### config.mk
export PLATFORM = sky130hd
export DESIGN_NAME = pmic_event_interrupt_unit
export DESIGN_NICKNAME = d
export VERILOG_FILES = /design/src/hdl/irq_unit_pkg.sv /design/src/hdl/pmic_event_interrupt_unit.sv
export VERILOG_INCLUDE_DIRS = /design/src /design/src/hdl
export SDC_FILE = /design/constraint.sdc
export NUM_CORES = 1
export LEC_CHECK = 0
export BUFFER_PORTS_ARGS = -buffer_cell sky130_fd_sc_hd__clkbuf_2
export CORE_AREA = 5 5 174 176
export DETAILED_ROUTE_END_ITERATION = 10
export DIE_AREA = 0 0 179 181
export GPL_TIMING_DRIVEN = 0
export PLACE_DENSITY = 0.69
export SETUP_SLACK_MARGIN = 0.2
export SYNTH_ARGS = -nofsm -noshare
export SYNTH_HDL_FRONTEND = slang
export SYNTH_SLANG_ARGS = --single-unit
### constraint.sdc
create_clock -name core_clk_i -period 7.6 [get_ports core_clk_i]
set_clock_uncertainty 0.1 [all_clocks]
set_input_delay 1.52 -clock core_clk_i [delete_from_list [all_inputs] [get_ports core_clk_i]]
set_output_delay 1.52 -clock core_clk_i [all_outputs]
set_load 0.02 [all_outputs]
### src/hdl/irq_unit_cfg.svh
/*
  Constants of the event interrupt unit: register offsets, reset
  values, channel layout and debounce times.
  Assumes a 10 MHz core clock.
*/
`ifndef IRQ_UNIT_CFG_SVH
`define IRQ_UNIT_CFG_SVH
// ==========================================================
// Clock and timing
`define CLK_KHZ      10000
`define TICK_US      100
`define TICK_CYC     (`TICK_US * `CLK_KHZ / 1000)
`define DEB_SHORT_US 3900
`define DEB_BTN_US   31250
`define DEB_OC_US    8000
`define CNT_W        12
// ==========================================================
// Register offsets
`define OFF_STAT0    8'h05
`define OFF_MASK0    8'h06
`define OFF_SENSE0   8'h07
`define OFF_STAT1    8'h08
`define OFF_MASK1    8'h09
`define OFF_SENSE1   8'h0A
`define MASK0_RST    6'h3F
`define MASK1_RST    7'h7F
`define PROG_BIT     7
// ==========================================================
// Channels: button, low input, 4 thermal, 5 buck, boost,
// 6 linear regulators, configuration memory
`define NCH          19
`define CH_BTN       0
`define CH_LOWV      1
`define CH_BUCK0     6
`define CH_EXT0      11
`define RISE_EN      19'h7FFFF
`define FALL_EN      19'h0003D
`endif

### src/hdl/irq_unit_pkg.sv
/*
  Types of the event interrupt unit.
  Assumes irq_unit_cfg.svh on the include path.
*/
`default_nettype none
`include "irq_unit_cfg.svh"
package irq_unit_pkg;
  typedef logic [`NCH-1:0] chan_vec_t;
  typedef logic [`CNT_W-1:0] cnt_t;
  typedef logic [7:0] byte_t;
  typedef struct packed {
    chan_vec_t             s1;
    chan_vec_t             s2;
    logic                  ps1;
    logic                  ps2;
    chan_vec_t             lvl;
    cnt_t [`NCH-1:0]       cnt;
    logic [15:0]           div;
    logic                  tick;
    chan_vec_t             ev;
    logic [5:0]            st0;
    logic [5:0]            m0;
    logic [7:0]            st1;
    logic [6:0]            m1;
    byte_t                 rdata;
  } unit_state_t;
endpackage
`default_nettype wire

### src/hdl/pmic_event_interrupt_unit.sv
/*
  Event interrupt unit: debounces 19 event inputs, latches the first 11 in
  write-one-to-clear status bits, masks them onto an active-low
  interrupt line and offers status, mask and sense registers.
  Assumes a register port from the serial interface decoder on the
  same clock, and analog comparator outputs from outside the domain.
*/
`default_nettype none
`include "irq_unit_cfg.svh"
module pmic_event_interrupt_unit #(
  parameter int TICK_DIV = `TICK_CYC // Core cycles per debounce tick
) (
  input  wire logic                core_clk_i,   // 10 MHz clock
  input  wire logic                rst_n_i,      // Sync reset
  input  wire irq_unit_pkg::byte_t reg_addr_i,   // Register offset
  input  wire irq_unit_pkg::byte_t reg_wdata_i,  // Write data
  input  wire logic                reg_wr_i,     // Write strobe
  input  wire logic                reg_rd_i,     // Read strobe
  output logic [7:0]               reg_rdata_o,  // Read data
  input  wire logic                power_button_in_i, // Button
  input  wire logic                low_input_i,  // Supply low
  input  wire logic [3:0]          hot_i,        // Thermal
  input  wire logic [4:0]          buck_oc_i,    // 1A 1B 2 3A 3B
  input  wire logic                boost_oc_i,   // Boost fault
  input  wire logic [5:0]          ldo_oc_i,     // Linear faults
  input  wire logic                cfgmem_err_i, // Memory error
  input  wire logic                prog_supply_level_i, // Pin
  input  wire logic [1:0]          button_debounce_extend_i, // Ext
  output logic                     irq_out_n_o,  // Interrupt
  output logic [7:0]               ext_level_o,  // Debounced
  output logic [7:0]               ext_event_o   // Event pulse
);
  import irq_unit_pkg::*;

  unit_state_t u_r;
  unit_state_t u_nxt;
  chan_vec_t   raw;

  // ==========================================================
  // Helpers
  function automatic logic [2:0] oc_pos(input int j);
    logic [2:0] p;
    p = 3'(j);
    if (j >= 2) begin
      p = 3'(j + 1);
    end
    return p;
  endfunction

  function automatic cnt_t ticks(input int us, input logic [1:0] x);
    int t;
    t = (us + `TICK_US - 1) / `TICK_US;
    return cnt_t'(t << x);
  endfunction

  function automatic cnt_t limit(input int ch, input logic tgt,
                                 input logic [1:0] ext);
    cnt_t l;
    l = ticks(`DEB_OC_US, 2'h0);
    if (ch == `CH_BTN) begin
      l = ticks(`DEB_BTN_US, tgt ? 2'h0 : ext);
    end else if (ch == `CH_LOWV) begin
      l = ticks(`DEB_SHORT_US, tgt ? ext : 2'h0);
    end else if (ch < `CH_BUCK0) begin
      l = ticks(`DEB_SHORT_US, 2'h0);
    end
    return l;
  endfunction

  localparam cnt_t      OC_TICKS = ticks(`DEB_OC_US, 2'h0);
  localparam chan_vec_t RISE_SEL = `RISE_EN;
  localparam chan_vec_t FALL_SEL = `FALL_EN;

  assign raw = {cfgmem_err_i, ldo_oc_i, boost_oc_i, buck_oc_i,
                hot_i, low_input_i, power_button_in_i};

  // ==========================================================
  // Next state
  always_comb begin
    cnt_t  lim;
    byte_t sense1;
    lim    = '0;
    sense1 = '0;
    u_nxt  = u_r;
    u_nxt.s1  = raw;
    u_nxt.s2  = u_r.s1;
    u_nxt.ps1 = prog_supply_level_i;
    u_nxt.ps2 = u_r.ps1;
    u_nxt.ev  = '0;
    // Slow tick keeps the counters narrow
    u_nxt.tick = 1'b0;
    if (u_r.div >= 16'(TICK_DIV - 1)) begin
      u_nxt.div  = '0;
      u_nxt.tick = 1'b1;
    end else begin
      u_nxt.div = u_r.div + 16'h0001;
    end
    for (int i = 0; i < `NCH; i++) begin
      lim = limit(i, u_r.s2[i], button_debounce_extend_i);
      if (u_r.lvl[i] == u_r.s2[i]) begin
        u_nxt.cnt[i] = '0;
      end else if (u_r.tick) begin
        if (u_r.cnt[i] >= lim - cnt_t'(1)) begin
          u_nxt.lvl[i] = u_r.s2[i];
          u_nxt.cnt[i] = '0;
          u_nxt.ev[i]  = u_r.s2[i] ? RISE_SEL[i] : FALL_SEL[i];
        end else begin
          u_nxt.cnt[i] = u_r.cnt[i] + cnt_t'(1);
        end
      end
    end
    // Writes: status is write-one-to-clear, masks are plain
    if (reg_wr_i) begin
      if (reg_addr_i == `OFF_STAT0) begin
        u_nxt.st0 = u_r.st0 & ~reg_wdata_i[5:0];
      end else if (reg_addr_i == `OFF_MASK0) begin
        u_nxt.m0 = reg_wdata_i[5:0];
      end else if (reg_addr_i == `OFF_STAT1) begin
        u_nxt.st1 = u_r.st1 & ~reg_wdata_i;
      end else if (reg_addr_i == `OFF_MASK1) begin
        u_nxt.m1 = reg_wdata_i[6:0];
      end
    end
    // Events land after the clear so a coinciding event survives
    u_nxt.st0 = u_nxt.st0 | u_nxt.ev[5:0];
    for (int j = 0; j < 5; j++) begin
      u_nxt.st1[oc_pos(j)] = u_nxt.st1[oc_pos(j)] |
                             u_nxt.ev[`CH_BUCK0 + j];
      sense1[oc_pos(j)] = u_r.s2[`CH_BUCK0 + j];
    end
    if (reg_rd_i) begin
      if (reg_addr_i == `OFF_STAT0) begin
        u_nxt.rdata = {2'h0, u_r.st0};
      end else if (reg_addr_i == `OFF_MASK0) begin
        u_nxt.rdata = {2'h0, u_r.m0};
      end else if (reg_addr_i == `OFF_SENSE0) begin
        u_nxt.rdata = {u_r.ps2, 1'b0, u_r.s2[5:0]};
      end else if (reg_addr_i == `OFF_STAT1) begin
        u_nxt.rdata = u_r.st1;
      end else if (reg_addr_i == `OFF_MASK1) begin
        u_nxt.rdata = {1'b0, u_r.m1};
      end else if (reg_addr_i == `OFF_SENSE1) begin
        u_nxt.rdata = sense1;
      end else begin
        u_nxt.rdata = '0;
      end
    end
    if (!rst_n_i) begin
      u_nxt       = '0;
      u_nxt.m0    = `MASK0_RST;
      u_nxt.m1    = `MASK1_RST;
    end
  end

  always_ff @(posedge core_clk_i) begin
    u_r <= u_nxt;
  end

  // ==========================================================
  // Outputs
  // Reserved overcurrent bits never set, so their masks are moot
  assign irq_out_n_o = ~|({u_r.st0 & ~u_r.m0,
                           u_r.st1[6:0] & ~u_r.m1});
  assign reg_rdata_o = u_r.rdata;
  assign ext_level_o = u_r.lvl[`NCH-1:`CH_EXT0];
  assign ext_event_o = u_r.ev[`NCH-1:`CH_EXT0];
endmodule
`default_nettype wire

### After elaboration in Yosys (flattened, before gate mapping)

Index checks and enable logic that the tools add are counted.

| cells by class | value |
|---|---|
| $add $sub $neg | 22 |
| magnitude comparators | 20 |
| eq/ne operators | 25 |
| shifts and indexed selects | 2 |
| muxes and demuxes | 83 |
| bitwise operators | 46 |
| reductions and logical operators | 52 |

Operators by type and width:

| kind | number |
|---|---|
| 12-bit by 1-bit adder with 12-bit output, second input constant | 19 |
| 12-bit 2-to-1 mux | 19 |
| 12-bit by 7-bit greater-or-equal comparator with 1-bit output, second input constant | 13 |
| 3-bit AND reduction | 20 |
| 12-bit by 6-bit greater-or-equal comparator with 1-bit output, second input constant | 4 |
| 1-bit 2-to-1 mux | 48 |
| 8-bit 2-to-1 mux | 5 |
| 2-bit OR reduction | 20 |
| 1-bit inverter | 32 |
| 4-bit OR reduction | 8 |
| 27-bit 2-to-1 mux | 1 |
| 8-bit by 3-bit equality test with 1-bit output, second input constant | 3 |
| 8-bit by 4-bit equality test with 1-bit output, second input constant | 3 |
| 12-bit greater-or-equal comparator | 2 |
| 12-bit by 1-bit subtractor with 12-bit output, second input constant | 2 |
| 21-bit 2-to-1 mux | 1 |
| 7-bit 2-to-1 mux | 3 |
| 1-bit equality test | 19 |
| 6-bit 2-to-1 mux | 3 |
| 16-bit by 1-bit adder with 16-bit output, second input constant | 1 |
| 16-bit by 10-bit greater-or-equal comparator with 1-bit output, second input constant | 1 |
| 15-bit 2-to-1 mux | 1 |
| 13-bit OR reduction | 1 |
| 6-bit AND | 2 |
| other kinds (13) | 19 |

| storage, ports and cells | value |
|---|---|
| register bits after elaboration | 347 |
| input bits | 42 |
| word-level logic and storage cells | 308 |

### Depth between registers and ports, before layout

| logic depth | value |
|---|---|
| word-level depth | 8 |
| depth in mapped cells | 11 |
| gate-level depth less buffers | 10 |

### Least setup slack after synthesis

OpenSTA, ideal clock, no wires.

| timing | value |
|---|---|
| path kind | input to register |
| start | in button_debounce_extend_i[0] |
| end | reg u_r[299] in the netlist's numbering |
| setup time | 0.121 ns |
| arrival | 3.292 ns |
| data required time | 7.379 ns |
| path slack | 4.087 ns |
| stages on the path | 10 |
| buffers on the path | 1 |
| cell sequence | nand2b_1 > ha_1 > inv_1 > ha_1 > nand2b_1 > a2111o_1 > a211oi_2 > a21oi_1 > buf_2 > mux2i_1 |

| between the ends | value |
|---|---|
| word-level cells in the longest chain between the ends | 5 |

RTL lines:

| element | RTL line | text |
|---|---|---|
| from (decl) | pmic_event_interrupt_unit.sv:28 | `input wire logic [1:0] button_debounce_extend_i,` |
| 2-bit 2-to-1 mux | pmic_event_interrupt_unit.sv:61 | `` l = ticks(`DEB_BTN_US, tgt ? 2'h0 : ext); `` |
| 9-bit by 2-bit left shift with 12-bit output | pmic_event_interrupt_unit.sv:53 | `return cnt_t'(t << x);` |
| 12-bit by 1-bit subtractor with 12-bit output | pmic_event_interrupt_unit.sv:103 | `if (u_r.cnt[i] >= lim - cnt_t'(1)) begin` |
| 12-bit greater-or-equal comparator | pmic_event_interrupt_unit.sv:103 |  |
| 3-bit AND reduction (no line) | - |  |
| to (signal assigned) | pmic_event_interrupt_unit.sv:156 | `u_r <= u_nxt;` |
| to (decl) | pmic_event_interrupt_unit.sv:35 | `unit_state_t u_r;` |

No other way between the ends.
A chain may end at the register's enable or synchronous reset.

### Worst setup path in the final report

| timing | value |
|---|---|
| start | reg u_r[32] in the netlist's numbering |
| end | out irq_out_n_o |

| between the ends | value |
|---|---|
| word-level cells in the longest chain between the ends | 3 |

RTL lines:

| element | RTL line | text |
|---|---|---|
| 6-bit AND | pmic_event_interrupt_unit.sv:162 | `assign irq_out_n_o = ~\|({u_r.st0 & ~u_r.m0,` |
| 13-bit OR reduction | pmic_event_interrupt_unit.sv:162 |  |
| 1-bit zero test | pmic_event_interrupt_unit.sv:162 |  |
| to (decl) | pmic_event_interrupt_unit.sv:29 | `output logic irq_out_n_o,` |

No other way between the ends.

==> impl_metrics.env <==
export IMPL_status="complete, no violations"
export IMPL_fin_nets=1921
export IMPL_cts_inserted_buffers=38
export IMPL_power_density_mw_per_mm2=220.0
export IMPL_tightestPinTransition_ps=945.7
export IMPL_place_area_mm2=0.01626
export IMPL_grt_usage_pct=21.86
export IMPL_synthMostInstantiatedCell="dfxtp_1"
export IMPL_viasPerCell=5.437
export IMPL_ant_nets=0
export IMPL_hp_class="flip-flop to flip-flop"
export IMPL_worst_setup_path_start_kind="flip-flop"
export IMPL_hp_start="u_r[348]"
export IMPL_end_kind="output port"
export IMPL_ys_types=68
export IMPL_critPathRequiredTime_ps=5980
export IMPL_wl_um=35560
export IMPL_r2r_setup_slack_ps=4590
export IMPL_cap_violations=0
export IMPL_syn_inst=1711
export IMPL_min_to="u_r[329]"
export IMPL_yosys_area_top_type="dfxtp_1"
export IMPL_cts_hold_buf=0
export IMPL_h_tree_depth=2
export IMPL_synth_ff_type="dfxtp_1"
export IMPL_setup_viol=0
export IMPL_grt_pass1_vias=11610
export IMPL_stdcell_area_mm2=0.01756
export IMPL_clockRootBuffer="clkbuf_16"
export IMPL_wl_per_cell_um=15.92
export IMPL_grt_antenna_before_repair=1
export IMPL_grt_overflow_total=0
export IMPL_area_growth_pct=13.74
export IMPL_post_synth_top_area_fraction_pct=44.99
export IMPL_ys_top_cells_by_area="dfxtp_1, nor2_1, xor2_1"
export IMPL_synth_seq_cells=347
export IMPL_hold_path_depth=1
export IMPL_clock_latency_ps=520
export IMPL_start_util_pct=54.23
export IMPL_grt_pass1_wl_um=58410
export IMPL_drt_iter0_markers=928
export IMPL_num_io_pins=67
export IMPL_max_freq_mhz=270.4
export IMPL_finalNonFillerCells=2233
export IMPL_r2r_cells=10
export IMPL_rows=62
export IMPL_netlist_area_mm2=0.01544
export IMPL_yosys_warnings=0
export IMPL_timing_slew_headroom_pct=36.95
export IMPL_peakVddDrop_v=0.0001802
export IMPL_placed_cells=2165
export IMPL_die_area_mm2=0.03240
export IMPL_arrival_ps=2080
export IMPL_cts_tree="yes"
export IMPL_vias=12140
export IMPL_rsz0062_at_grt="no"
export IMPL_timing_hold_violations_final=0
export IMPL_whs_ps=325.8
export IMPL_drive_gt1_share_pct=11.09
export IMPL_design_core_area_mm2=0.02847
export IMPL_path_clk_slew_ps=60
export IMPL_fin_crit_sh_pct=48.66
export IMPL_port_buffers=65
export IMPL_globalplace_congestion=0.8953
export IMPL_drv_slew=0
export IMPL_dieWidth_um=179
export IMPL_dpl_hpwl_um=24550
export IMPL_synth_common_cells="dfxtp_1, nor2_1, nand2_1, xor2_1, xnor2_1"
export IMPL_utilization_pct=61.69
export IMPL_ctsResizeCount=0
export IMPL_grt_max_degree=14
export IMPL_postSynth_asyncResetShare_pct=0
export IMPL_fin_crit_ps=3698
export IMPL_n_antenna_cell=0
export IMPL_p_leak_nw=6.721
export IMPL_yosysSeqAreaShare_pct=44.99
export IMPL_cts_setup_buffers=0
export IMPL_clock_sinks=347
export IMPL_worstReg2RegEnd="u_r[90]"
export IMPL_first_pass_iters=5
export IMPL_synth_edf_count=0
export IMPL_avgSynthCellArea_um2=9.024
export IMPL_die_y_um=181
export IMPL_clk_path_buf_depth=3
export IMPL_crit_type="flip-flop to output port"
export IMPL_drt_drc_violations_left=0
export IMPL_path_max_fanout=2
export IMPL_final_setup_tns_ps=0
export IMPL_worstReg2RegStart="u_r[321]"
[power by group]
group	switching, W	internal [W]	total, W	leakage [nW]
sequential	0.0000112	0.00183	0.00185	2.81
combinational	0.0000954	0.0000485	0.000144	3.28
clock	0.000725	0.00115	0.00187	0.635
[critical path: stages (launching register included)]
cell and delay [ps]:
dfxtp_1 330, inv_1 80, o22ai_1 90, a221oi_1 340, o221ai_1 210, nor4_1 280, clkbuf_2 240
[per-layer routing]
metal  track usage, %  wire length (um)
met1            30.66             16600
met2            34.62             16000
met4            6.755              1065
met5                0                 0
met3            3.491              1890
[cell type report]
cell class / count / area (um2)
multi-input cells: 1220 / 7792
clock inverters: 9 / 103.9
repair buffers: 65 / 325.3
flip-flops and latches: 347 / 6947
plain buffers: 79 / 456.7
fillers: 2488 / 10910
clock buffers: 59 / 1194
well taps: 384 / 480.5
inverters: 70 / 262.8
[flip-flops by register name (all words and copies together), names as in the netlist]
name	cells
reg_rdata_o	8
ext_level_o	8
ext_event_o	8
u_r	323
[worst max-delay path by stage]
stage	from	end	slack (ps)	cells past startpoint
global placement	button_debounce_extend_i[1]	u_r[91]	3620	9
global route	button_debounce_extend_i[1]	u_r[92]	3750	11
finish	u_r[32]	irq_out_n_o	3900	6
detailed placement	button_debounce_extend_i[1]	u_r[90]	3530	11
floorplan	button_debounce_extend_i[0]	u_r[299]	4090	10
CTS	u_r[32]	irq_out_n_o	3990	6
[cells in the final DEF (no fill, tap or decap), drive strengths merged, types with 58 or more instances in the layout]
cell    count
dfxtp     347
nand2     134
ha         58
inv        70
xnor2      81
clkbuf    144
xor2      106
nor2      292
buf        59
nand4      62
[through the flow]
step,setup slack [ps],power [W]
global route,3752,0.004000
global placement,3616,0.002026
detailed placement,3532,0.002028
CTS,3989,0.003904
finish,3902,0.003864
floorplan,4087,0.001967
[logic make-up (layout without fill, tap and decap cells)]
group / Yosys count / count (layout) / share of synthesized area (%)
and+or+nand+nor: 730 / 730 / 23.18
DFF: 347 / 347 / 44.99
AOI/OAI and AO/OA: 206 / 206 / 9.708
xor gates and xnor gates: 187 / 187 / 10.61
buffers and inverters: 149 / 282 / 4.660
adders and majority gates: 58 / 58 / 4.700
muxes: 32 / 32 / 2.099
other: 2 / 7 / 0.04864
No activity file was read; power rests on OpenSTA's default activity.
